[src/inc/dam_defines.svh]
// constants for the accumulator and multiplier datapath
`ifndef DAM_DEFINES_SVH
`define DAM_DEFINES_SVH

// operand placement
`define DAM_HIGH_SHIFT     16
`define DAM_ROUND_CONST    32'h0000_8000
`define DAM_LOGIC_MASK     32'h7FFF_FFFF

// register byte addresses on the AXI4-Lite port
`define DAM_REG_SUM        8'h00
`define DAM_REG_PROD       8'h04
`define DAM_REG_STATUS     8'h08
`define DAM_REG_CTRL       8'h0C
`define DAM_REG_MULT       8'h10
`define DAM_REG_AUX_BASE   8'h20
`define DAM_REG_AUX_LAST   8'h3C

// status word fields
`define DAM_ST_CARRY       0
`define DAM_ST_TEST        1
`define DAM_ST_PTR_LO      2
`define DAM_ST_BUF_LO      5
`define DAM_ST_SHIFT_LO    8
`define DAM_ST_PAGE_LO     16

// control word fields and reset value
`define DAM_CT_CMP_LO      0
`define DAM_CT_SXM         2
`define DAM_CTRL_RESET     3'h0

// bus responses
`define DAM_RESP_OKAY      2'h0
`define DAM_RESP_SLVERR    2'h2

`endif

[src/inc/dam_pkg.sv]
// types for the accumulator and multiplier datapath
package dam_pkg;

  // decoded operations presented by the instruction sequencer
  typedef enum logic [4:0] {
    DAM_NOP              = 5'h00,
    DAM_ADD_WITH_CARRY   = 5'h01,
    DAM_SUB_WITH_BORROW  = 5'h02,
    DAM_ADD_UPPER_HALF   = 5'h03,
    DAM_SUB_UPPER_HALF   = 5'h04,
    DAM_ADD_UNSIGNED_LOW = 5'h05,
    DAM_SUB_UNSIGNED_LOW = 5'h06,
    DAM_ADD_SHORT_IMM    = 5'h07,
    DAM_SUB_SHORT_IMM    = 5'h08,
    DAM_AND_LONG_IMM     = 5'h09,
    DAM_OR_LONG_IMM      = 5'h0A,
    DAM_XOR_LONG_IMM     = 5'h0B,
    DAM_SUB_LONG_IMM     = 5'h0C,
    DAM_CLR_LOAD_HI_RND  = 5'h0D,
    DAM_CLR_LOAD_LOW     = 5'h0E,
    DAM_AUX_COMPARE      = 5'h0F,
    DAM_LOAD_AUX_POINTER = 5'h10,
    DAM_LOAD_PAGE_IMM    = 5'h11,
    DAM_AUX_ADD_IMM      = 5'h12,
    DAM_AUX_SUB_IMM      = 5'h13,
    DAM_LOAD_OPND_ACCUM  = 5'h14,
    DAM_LOAD_ACCUM_MOVE  = 5'h15,
    DAM_MULTIPLY_SUB     = 5'h16,
    DAM_MUL_ACCUM_MOVE   = 5'h17,
    DAM_SQUARE_SUB       = 5'h18,
    DAM_SET_PROD_SHIFT   = 5'h19,
    DAM_STORE_PROD_HIGH  = 5'h1A,
    DAM_STORE_PROD_LOW   = 5'h1B,
    DAM_LOAD_AUX_REG     = 5'h1C
  } dam_op_t;

  // compare conditions of the auxiliary compare
  typedef enum logic [1:0] {
    DAM_CMP_EQ = 2'h0,
    DAM_CMP_LT = 2'h1,
    DAM_CMP_GT = 2'h2,
    DAM_CMP_NE = 2'h3
  } dam_cmp_t;

endpackage

[src/core/dam_datapath.sv]
// accumulator, auxiliary register and multiplier datapath
//
// Chosen here: the register addresses and register access over AXI4-Lite.
`timescale 1ns/10ps
`include "dam_defines.svh"

module dam_datapath
  import dam_pkg::*;
(
  // clock and reset
  input  wire logic        MCLK_I,
  input  wire logic        SRST_I,
  // decoded operation from the sequencer
  input  wire logic        OP_VALID_I,
  input  wire dam_op_t     OP_CODE_I,
  input  wire logic [15:0] OP_DATA_I,
  input  wire logic [15:0] OP_DATA2_I,
  input  wire logic [15:0] OP_IMM_I,
  input  wire logic [3:0]  OP_SHIFT_I,
  // results back to data memory
  output logic             MEM_WR_O,
  output logic             MEM_MOVE_O,
  output logic [15:0]      MEM_DATA_O,
  // AXI4-Lite register port
  input  wire logic [7:0]  S_AXI_AWADDR_I,
  input  wire logic        S_AXI_AWVALID_I,
  output logic             S_AXI_AWREADY_O,
  input  wire logic [31:0] S_AXI_WDATA_I,
  input  wire logic [3:0]  S_AXI_WSTRB_I,
  input  wire logic        S_AXI_WVALID_I,
  output logic             S_AXI_WREADY_O,
  output logic [1:0]       S_AXI_BRESP_O,
  output logic             S_AXI_BVALID_O,
  input  wire logic        S_AXI_BREADY_I,
  input  wire logic [7:0]  S_AXI_ARADDR_I,
  input  wire logic        S_AXI_ARVALID_I,
  output logic             S_AXI_ARREADY_O,
  output logic [31:0]      S_AXI_RDATA_O,
  output logic [1:0]       S_AXI_RRESP_O,
  output logic             S_AXI_RVALID_O,
  input  wire logic        S_AXI_RREADY_I
);

  logic [31:0] sum_ff;
  logic [31:0] prod_ff;
  logic [15:0] mult_ff;
  logic        carry_ff;
  logic        test_flag_ff;
  logic [2:0]  aux_pointer_ff;
  logic [2:0]  aux_pointer_buffer_ff;
  logic [8:0]  page_pointer_ff;
  logic [1:0]  product_shift_field_ff;
  logic [15:0] aux_ff [0:7];
  logic [2:0]  ctrl_ff;
  logic [31:0] nxt_sum;
  logic        nxt_carry;
  logic [31:0] shifted_prod;
  logic [31:0] alu_b;
  logic        alu_sub;
  logic        alu_cin;
  logic        alu_use;
  logic [32:0] alu_out;
  logic [31:0] data_ext;
  logic [31:0] imm_shifted;
  logic [15:0] selected_aux_reg;
  logic        cmp_hit;
  logic        op_go;
  dam_cmp_t    compare_select;
  logic        sxm;

  assign op_go          = OP_VALID_I;
  assign compare_select = dam_cmp_t'(ctrl_ff[`DAM_CT_CMP_LO +: 2]);
  assign sxm            = ctrl_ff[`DAM_CT_SXM];
  assign selected_aux_reg = aux_ff[aux_pointer_ff];

  // product output shifter
  always_comb begin
    case (product_shift_field_ff)
      2'h0:    shifted_prod = prod_ff;
      2'h1:    shifted_prod = {prod_ff[30:0], 1'b0};
      2'h2:    shifted_prod = {prod_ff[27:0], 4'h0};
      default: shifted_prod = {{6{prod_ff[31]}}, prod_ff[31:6]};
    endcase
  end

  // operand extension by sign-extension mode, and scaled long constant
  always_comb begin
    data_ext    = sxm ? {{16{OP_DATA_I[15]}}, OP_DATA_I}
                      : {16'h0000, OP_DATA_I};
    imm_shifted = (sxm ? {{16{OP_IMM_I[15]}}, OP_IMM_I}
                       : {16'h0000, OP_IMM_I}) << OP_SHIFT_I;
  end

  // selection of the second ALU input
  always_comb begin
    alu_b   = 32'h0000_0000;
    alu_sub = 1'b0;
    alu_cin = 1'b0;
    alu_use = 1'b1;
    case (OP_CODE_I)
      DAM_ADD_WITH_CARRY: begin
        alu_b   = data_ext;
        alu_cin = carry_ff;
      end
      DAM_SUB_WITH_BORROW: begin
        alu_b   = data_ext;
        alu_sub = 1'b1;
        alu_cin = carry_ff;
      end
      DAM_ADD_UPPER_HALF: alu_b = {OP_DATA_I, 16'h0000};
      DAM_SUB_UPPER_HALF: begin
        alu_b   = {OP_DATA_I, 16'h0000};
        alu_sub = 1'b1;
        alu_cin = 1'b1;
      end
      DAM_ADD_UNSIGNED_LOW: alu_b = {16'h0000, OP_DATA_I};
      DAM_SUB_UNSIGNED_LOW: begin
        alu_b   = {16'h0000, OP_DATA_I};
        alu_sub = 1'b1;
        alu_cin = 1'b1;
      end
      DAM_ADD_SHORT_IMM: alu_b = {24'h000000, OP_IMM_I[7:0]};
      DAM_SUB_SHORT_IMM: begin
        alu_b   = {24'h000000, OP_IMM_I[7:0]};
        alu_sub = 1'b1;
        alu_cin = 1'b1;
      end
      DAM_SUB_LONG_IMM: begin
        alu_b   = imm_shifted;
        alu_sub = 1'b1;
        alu_cin = 1'b1;
      end
      DAM_LOAD_OPND_ACCUM, DAM_LOAD_ACCUM_MOVE, DAM_MUL_ACCUM_MOVE:
        alu_b = shifted_prod;
      DAM_MULTIPLY_SUB, DAM_SQUARE_SUB: begin
        alu_b   = shifted_prod;
        alu_sub = 1'b1;
        alu_cin = 1'b1;
      end
      default: alu_use = 1'b0;
    endcase
  end

  // carry out doubles as the not-borrow of a subtraction
  assign alu_out = {1'b0, sum_ff} + {1'b0, alu_sub ? ~alu_b : alu_b}
                 + {32'h0000_0000, alu_cin};

  // next accumulator value
  always_comb begin
    nxt_sum   = sum_ff;
    nxt_carry = carry_ff;
    if (op_go && alu_use) begin
      nxt_sum   = alu_out[31:0];
      nxt_carry = alu_out[32];
    end else if (op_go) begin
      case (OP_CODE_I)
        DAM_AND_LONG_IMM:
          nxt_sum = (sum_ff & ~`DAM_LOGIC_MASK)
                  | (sum_ff & imm_shifted & `DAM_LOGIC_MASK);
        DAM_OR_LONG_IMM:
          nxt_sum = sum_ff | (imm_shifted & `DAM_LOGIC_MASK);
        DAM_XOR_LONG_IMM:
          nxt_sum = sum_ff ^ (imm_shifted & `DAM_LOGIC_MASK);
        DAM_CLR_LOAD_HI_RND:
          nxt_sum = {OP_DATA_I, 16'h0000} + `DAM_ROUND_CONST;
        DAM_CLR_LOAD_LOW:
          nxt_sum = {16'h0000, OP_DATA_I};
        default: nxt_sum = sum_ff;
      endcase
    end
  end

  // auxiliary compare condition, unsigned
  always_comb begin
    case (compare_select)
      DAM_CMP_EQ: cmp_hit = (selected_aux_reg == aux_ff[0]);
      DAM_CMP_LT: cmp_hit = (selected_aux_reg <  aux_ff[0]);
      DAM_CMP_GT: cmp_hit = (selected_aux_reg >  aux_ff[0]);
      default:    cmp_hit = (selected_aux_reg != aux_ff[0]);
    endcase
  end

  // accumulator and carry
  always_ff @(posedge MCLK_I) begin
    if (SRST_I) begin
      sum_ff   <= 32'h0000_0000;
      carry_ff <= 1'b0;
    end else begin
      sum_ff   <= nxt_sum;
      carry_ff <= nxt_carry;
    end
  end

  // multiplier operand and product
  always_ff @(posedge MCLK_I) begin
    if (SRST_I) begin
      prod_ff <= 32'h0000_0000;
      mult_ff <= 16'h0000;
    end else if (op_go) begin
      case (OP_CODE_I)
        DAM_LOAD_OPND_ACCUM, DAM_LOAD_ACCUM_MOVE:
          mult_ff <= OP_DATA_I;
        DAM_MULTIPLY_SUB:
          prod_ff <= $signed(mult_ff) * $signed(OP_DATA_I);
        DAM_MUL_ACCUM_MOVE:
          prod_ff <= $signed(OP_DATA2_I) * $signed(OP_DATA_I);
        DAM_SQUARE_SUB:
          prod_ff <= $signed(OP_DATA_I) * $signed(OP_DATA_I);
        default: prod_ff <= prod_ff;
      endcase
    end
  end

  // test flag, pointers, page and product shift field
  always_ff @(posedge MCLK_I) begin
    if (SRST_I) begin
      test_flag_ff          <= 1'b0;
      aux_pointer_ff        <= 3'h0;
      aux_pointer_buffer_ff <= 3'h0;
      page_pointer_ff       <= 9'h000;
      product_shift_field_ff <= 2'h0;
    end else if (op_go) begin
      case (OP_CODE_I)
        DAM_AUX_COMPARE: test_flag_ff <= cmp_hit;
        DAM_LOAD_AUX_POINTER: begin
          aux_pointer_ff        <= OP_IMM_I[2:0];
          aux_pointer_buffer_ff <= aux_pointer_ff;
        end
        DAM_LOAD_PAGE_IMM: page_pointer_ff <= OP_IMM_I[8:0];
        DAM_SET_PROD_SHIFT:
          product_shift_field_ff <= OP_IMM_I[1:0];
        default: test_flag_ff <= test_flag_ff;
      endcase
    end
  end

  // auxiliary register file, 16-bit unsigned wrap-around
  always_ff @(posedge MCLK_I) begin
    if (SRST_I) begin
      for (int i = 0; i < 8; i++) begin
        aux_ff[i] <= 16'h0000;
      end
    end else if (op_go) begin
      case (OP_CODE_I)
        DAM_AUX_ADD_IMM:
          aux_ff[aux_pointer_ff] <= selected_aux_reg
                                  + {8'h00, OP_IMM_I[7:0]};
        DAM_AUX_SUB_IMM:
          aux_ff[aux_pointer_ff] <= selected_aux_reg
                                  - {8'h00, OP_IMM_I[7:0]};
        DAM_LOAD_AUX_REG: aux_ff[aux_pointer_ff] <= OP_DATA_I;
        default: aux_ff[aux_pointer_ff] <= selected_aux_reg;
      endcase
    end
  end

  // results to data memory: product stores and upward data moves
  always_ff @(posedge MCLK_I) begin
    if (SRST_I) begin
      MEM_WR_O   <= 1'b0;
      MEM_MOVE_O <= 1'b0;
      MEM_DATA_O <= 16'h0000;
    end else begin
      MEM_WR_O   <= op_go && (OP_CODE_I == DAM_STORE_PROD_HIGH ||
                              OP_CODE_I == DAM_STORE_PROD_LOW);
      MEM_MOVE_O <= op_go && (OP_CODE_I == DAM_LOAD_ACCUM_MOVE ||
                              OP_CODE_I == DAM_MUL_ACCUM_MOVE);
      if (op_go && OP_CODE_I == DAM_STORE_PROD_HIGH) begin
        MEM_DATA_O <= shifted_prod[31:16];
      end else if (op_go && OP_CODE_I == DAM_STORE_PROD_LOW) begin
        MEM_DATA_O <= shifted_prod[15:0];
      end else begin
        MEM_DATA_O <= OP_DATA_I;
      end
    end
  end

  // bus write: address and data taken together, then one response
  always_ff @(posedge MCLK_I) begin
    if (SRST_I) begin
      S_AXI_AWREADY_O <= 1'b0;
      S_AXI_WREADY_O  <= 1'b0;
      S_AXI_BVALID_O  <= 1'b0;
      S_AXI_BRESP_O   <= `DAM_RESP_OKAY;
      ctrl_ff         <= `DAM_CTRL_RESET;
    end else begin
      S_AXI_AWREADY_O <= 1'b0;
      S_AXI_WREADY_O  <= 1'b0;
      if (S_AXI_AWVALID_I && S_AXI_WVALID_I && !S_AXI_AWREADY_O &&
          !S_AXI_BVALID_O) begin
        S_AXI_AWREADY_O <= 1'b1;
        S_AXI_WREADY_O  <= 1'b1;
        S_AXI_BVALID_O  <= 1'b1;
        if (S_AXI_AWADDR_I == `DAM_REG_CTRL) begin
          S_AXI_BRESP_O <= `DAM_RESP_OKAY;
          if (S_AXI_WSTRB_I[0]) begin
            ctrl_ff <= S_AXI_WDATA_I[2:0];
          end
        end else begin
          S_AXI_BRESP_O <= `DAM_RESP_SLVERR;
        end
      end else if (S_AXI_BVALID_O && S_AXI_BREADY_I) begin
        S_AXI_BVALID_O <= 1'b0;
      end
    end
  end

  // bus read: state and registers of the datapath
  always_ff @(posedge MCLK_I) begin
    if (SRST_I) begin
      S_AXI_ARREADY_O <= 1'b0;
      S_AXI_RVALID_O  <= 1'b0;
      S_AXI_RDATA_O   <= 32'h0000_0000;
      S_AXI_RRESP_O   <= `DAM_RESP_OKAY;
    end else begin
      S_AXI_ARREADY_O <= 1'b0;
      if (S_AXI_ARVALID_I && !S_AXI_ARREADY_O && !S_AXI_RVALID_O) begin
        S_AXI_ARREADY_O <= 1'b1;
        S_AXI_RVALID_O  <= 1'b1;
        S_AXI_RRESP_O   <= `DAM_RESP_OKAY;
        S_AXI_RDATA_O   <= 32'h0000_0000;
        case (S_AXI_ARADDR_I)
          `DAM_REG_SUM:  S_AXI_RDATA_O <= sum_ff;
          `DAM_REG_PROD: S_AXI_RDATA_O <= prod_ff;
          `DAM_REG_MULT: S_AXI_RDATA_O <= {16'h0000, mult_ff};
          `DAM_REG_CTRL: S_AXI_RDATA_O <= {29'h0, ctrl_ff};
          `DAM_REG_STATUS: begin
            S_AXI_RDATA_O[`DAM_ST_CARRY]         <= carry_ff;
            S_AXI_RDATA_O[`DAM_ST_TEST]          <= test_flag_ff;
            S_AXI_RDATA_O[`DAM_ST_PTR_LO +: 3]   <= aux_pointer_ff;
            S_AXI_RDATA_O[`DAM_ST_BUF_LO +: 3]   <= aux_pointer_buffer_ff;
            S_AXI_RDATA_O[`DAM_ST_SHIFT_LO +: 2] <= product_shift_field_ff;
            S_AXI_RDATA_O[`DAM_ST_PAGE_LO +: 9]  <= page_pointer_ff;
          end
          default: begin
            if (S_AXI_ARADDR_I >= `DAM_REG_AUX_BASE &&
                S_AXI_ARADDR_I <= `DAM_REG_AUX_LAST &&
                S_AXI_ARADDR_I[1:0] == 2'h0) begin
              S_AXI_RDATA_O <= {16'h0000, aux_ff[S_AXI_ARADDR_I[4:2]]};
            end else begin
              S_AXI_RRESP_O <= `DAM_RESP_SLVERR;
            end
          end
        endcase
      end else if (S_AXI_RVALID_O && S_AXI_RREADY_I) begin
        S_AXI_RVALID_O <= 1'b0;
      end
    end
  end
endmodule

[config.mk]
export PLATFORM = sky130hd
export DESIGN_NAME = dam_datapath
export DESIGN_NICKNAME = d
export VERILOG_FILES = /design/src/inc/dam_pkg.sv /design/src/core/dam_datapath.sv
export VERILOG_INCLUDE_DIRS = /design/src /design/src/inc
export SDC_FILE = /design/constraint.sdc
export NUM_CORES = 2
export LEC_CHECK = 0
export ABC_AREA = 0
export BUFFER_PORTS_ARGS = -buffer_cell sky130_fd_sc_hd__buf_2
export CORE_MARGIN = 4
export CORE_UTILIZATION = 50
export CTS_BUF_LIST = sky130_fd_sc_hd__clkbuf_16
export DETAILED_ROUTE_END_ITERATION = 10
export GPL_ROUTABILITY_DRIVEN = 0
export PLACE_DENSITY = 0.67
export SLEW_MARGIN = 20
export SYNTH_ARGS = -nofsm -noshare
export SYNTH_HDL_FRONTEND = slang
export SYNTH_SLANG_ARGS = --single-unit
[constraint.sdc]
create_clock -name MCLK_I -period 9.6 [get_ports MCLK_I]
set_input_delay 2.4 -clock MCLK_I [delete_from_list [all_inputs] [get_ports MCLK_I]]
set_output_delay 2.4 -clock MCLK_I [all_outputs]
set_load 0.02 [all_outputs]
==> results.json <==
{
  "avgViaCountPerCell": 5.85,
  "routed_wl_um": 145000,
  "leakage_nw": 24.8,
  "cts_buffers": 34,
  "synth_cells": 5488,
  "wl_per_cell_um": 21.5,
  "multi_input_area_um2": 37400,
  "reg2reg_depth": 23,
  "holdBufCountCts": 0,
  "totalPowerFinal_w": 0.0153,
  "worst_pin_slew_ps": 1190,
  "period_minus_slack_ps": 8690,
  "max_freq_mhz": 115,
  "synth_seq_cells": 289,
  "syn_area_per_cell_um2": 9.01,
  "yosysTopAreaCell": "fa_1",
  "fillCellCount": 8989,
  "synth_cell_types": 92,
  "synthTopCellsByArea": "fa_1, ha_1, edfxtp_1, inv_1, dfxtp_1",
  "dp_cells": 6690,
  "cp.arrival_ps": 9150,
  "async_reset_ff_frac": 0,
  "setup_tns_ps": 0,
  "grt_max_degree": 74,
  "post_cts_buffers": 0,
  "peakVddDrop_mv": 0.775,
  "crit_required_ps": 10060,
  "finClkSkew_ps": 20.4,
  "final-setup-viol-count": 0,
  "layout.nets": 6698,
  "fp.coreArea_um2": 98300,
  "antenna_found_initial": 15,
  "cts_resized": 0,
  "cts_tree": "yes",
  "setup.worst_path.end": "prod_ff[31]",
  "die_h_um": 323,
  "synth.yosys.seq_area_share": 0.143,
  "outcome": "completed",
  "dr.pass1.iters": 7,
  "seq_area_um2": 7070,
  "r2r_end": "prod_ff[31]",
  "fin_crit_sh": 0.905,
  "insertion_delay_ps": 580,
  "cp-start-kind": "primary input",
  "synth_edf_count": 128,
  "worstHoldPathType": "flip-flop to flip-flop",
  "portBuffers": 141,
  "cts.clk_slew.worst_paths_ps": 60,
  "netlist_area_um2": 49500,
  "cts_buffer_depth": 3,
  "power_density_nw_per_um2": 291,
  "ys.flop_type": "dfxtp_1",
  "clock-sinks": 289,
  "instances_no_fill": 6762,
  "crit_start": "OP_DATA_I[6]",
  "place_area_um2": 51400,
  "r2r_slack_ps": 2590,
  "maxSlewViolCount": 0,
  "dieArea_um2": 104000,
  "drt_iter0_drc": 4365,
  "drc": 0,
  "grt_pass1_wl_um": 230000,
  "cp-end-kind": "flip-flop",
  "die_w_um": 323,
  "vias": 39570,
  "grt_pass1_vias": 40133,
  "rsz0062_at_grt": "no",
  "hpwl_um": 111000,
  "syn2layout_area_growth_pct": 6.19,
  "rows": 115,
  "ios": 176,
  "r2r_start": "mult_ff[15]",
  "ant_nets": 0,
  "slew_headroom": 0.205,
  "crit_fanout": 23,
  "clockRootBuffer": "clkbuf_16",
  "critical_path_class": "primary input to flip-flop",
  "final_hold_viol_count": 0,
  "start_util": 0.503,
  "synth_top_area_frac": 0.308,
  "final_layout_size_suffix_gt1_frac": 0.0862,
  "cap_violations": 0,
  "final_area_um2": 52500,
  "ys_warn_count": 0,
  "cts-htree-levels": 2,
  "grt_overflow_total": 0,
  "grtUsageTotal": 0.285
}
[registers in the layout, summed over array words and instances (netlist names), 2 cells and up, named ones only]
name	cells
MEM_DATA_O	16
aux_ff	128
sum_ff	32
aux_pointer_ff	3
S_AXI_RDATA_O	32
product_shift_field_ff	2
prod_ff	32
aux_pointer_buffer_ff	3
ctrl_ff	3
page_pointer_ff	9
mult_ff	16
[worst max-delay path, cell delays in order]
cell and delay, ps:
buf_2 590, buf_4 360, nand2_1 120, inv_1 100, ha_1 250, a31o_2 270
fa_1 560, fa_1 450, fa_1 510, fa_1 490, inv_1 50, fa_1 470
inv_1 40, ha_1 380, nand3_1 180, or3_1 380, a211o_1 290, a21oi_1 310
o2111a_1 270, o211ai_1 140, a21oi_1 150, nor3b_1 70, o31a_1 300
[power breakdown]
part           leakage, nW  internal (W)  switching (W)
Combinational         21.6       0.00516        0.00739
Clock                0.564      0.000742       0.000603
Sequential            2.64       0.00134      0.0000686
[logic make-up (layout without fill, tap and decap cells)]
family	Yosys count	count (layout)	synth area share
DFF	289	289	0.143
buffers and inverters	1326	1302	0.102
AOI/OAI and AO/OA	835	835	0.111
and+or+nand+nor	1515	1515	0.142
xor gates and xnor gates	179	179	0.0317
other	1	12	0.0000758
adders and majority gates	1142	1142	0.404
muxes	201	201	0.0660
[final cells by class]
class	count	share of cell area
multi-input combinational	3874	0.713
sequential	289	0.135
inverter	1007	0.0720
tap	1287	0.0307
timing repair buffer	233	0.0283
clock buffer	34	0.0162
clock inverter	28	0.00503
antenna	10	0.000476
[cell usage in the layout, fill, tap and decap left out, types with 140 or more instances in the layout]
| cell type | n |
|---|---|
| a21oi_1 | 229 |
| buf_2 | 140 |
| nand2_1 | 561 |
| ha_1 | 381 |
| o21ai_0 | 152 |
| fa_1 | 761 |
| nor2_1 | 393 |
| dfxtp_1 | 159 |
| inv_1 | 1008 |
| and2_1 | 262 |
[worst min path at each step]
stage,start,to,slack (ps),cells past startpoint
final,S_AXI_BVALID_O,S_AXI_BVALID_O,490,2
after floorplan,test_flag_ff,test_flag_ff,450,2
after detailed placement,S_AXI_BVALID_O,S_AXI_BVALID_O,470,2
after CTS,S_AXI_BVALID_O,S_AXI_BVALID_O,480,2
after global routing,S_AXI_RDATA_O[31],S_AXI_RDATA_O[31],510,2
after global placement,page_pointer_ff[0],page_pointer_ff[0],470,2
[per-layer routing]
layer | track usage | vias to the layer above | share of wire
met2 | 0.439 | 1793 | 0.44
met1 | 0.397 | 19722 | 0.41
met3 | 0.0528 | 401 | 0.096
met5 | 0 | - | 0.00021
li1 | - | 17650 | -
met4 | 0.121 | 4 | 0.052
[synth_stat cells (all sizes together) (20+ instances only)]
library cell / number
buf: 48
a22oi: 42
nor2b: 33
a211oi: 32
o21ai: 184
nor3: 66
dfxtp: 161
clkbuf: 271
xnor2: 132
inv: 1007
and3: 21
a21o: 46
nand3: 45
o22ai: 24
a21oi: 232
o21a: 20
mux2: 33
and2: 265
nand2b: 48
fa: 761
a221oi: 69
xor2: 47
mux2i: 71
nor2: 396
o211ai: 33
mux4: 97
a31oi: 22
nand2: 561
edfxtp: 128
ha: 381
[metrics by stage]
step                worst slack (ps)  hold WS, ps  utilization
floorplan                        986          447            -
global placement                 448          467        0.523
detailed placement               389          474        0.523
CTS                              978          484        0.534
global route                     630          511        0.534
finish                           909          487        0.534
(Power assumes the default switching activity.)
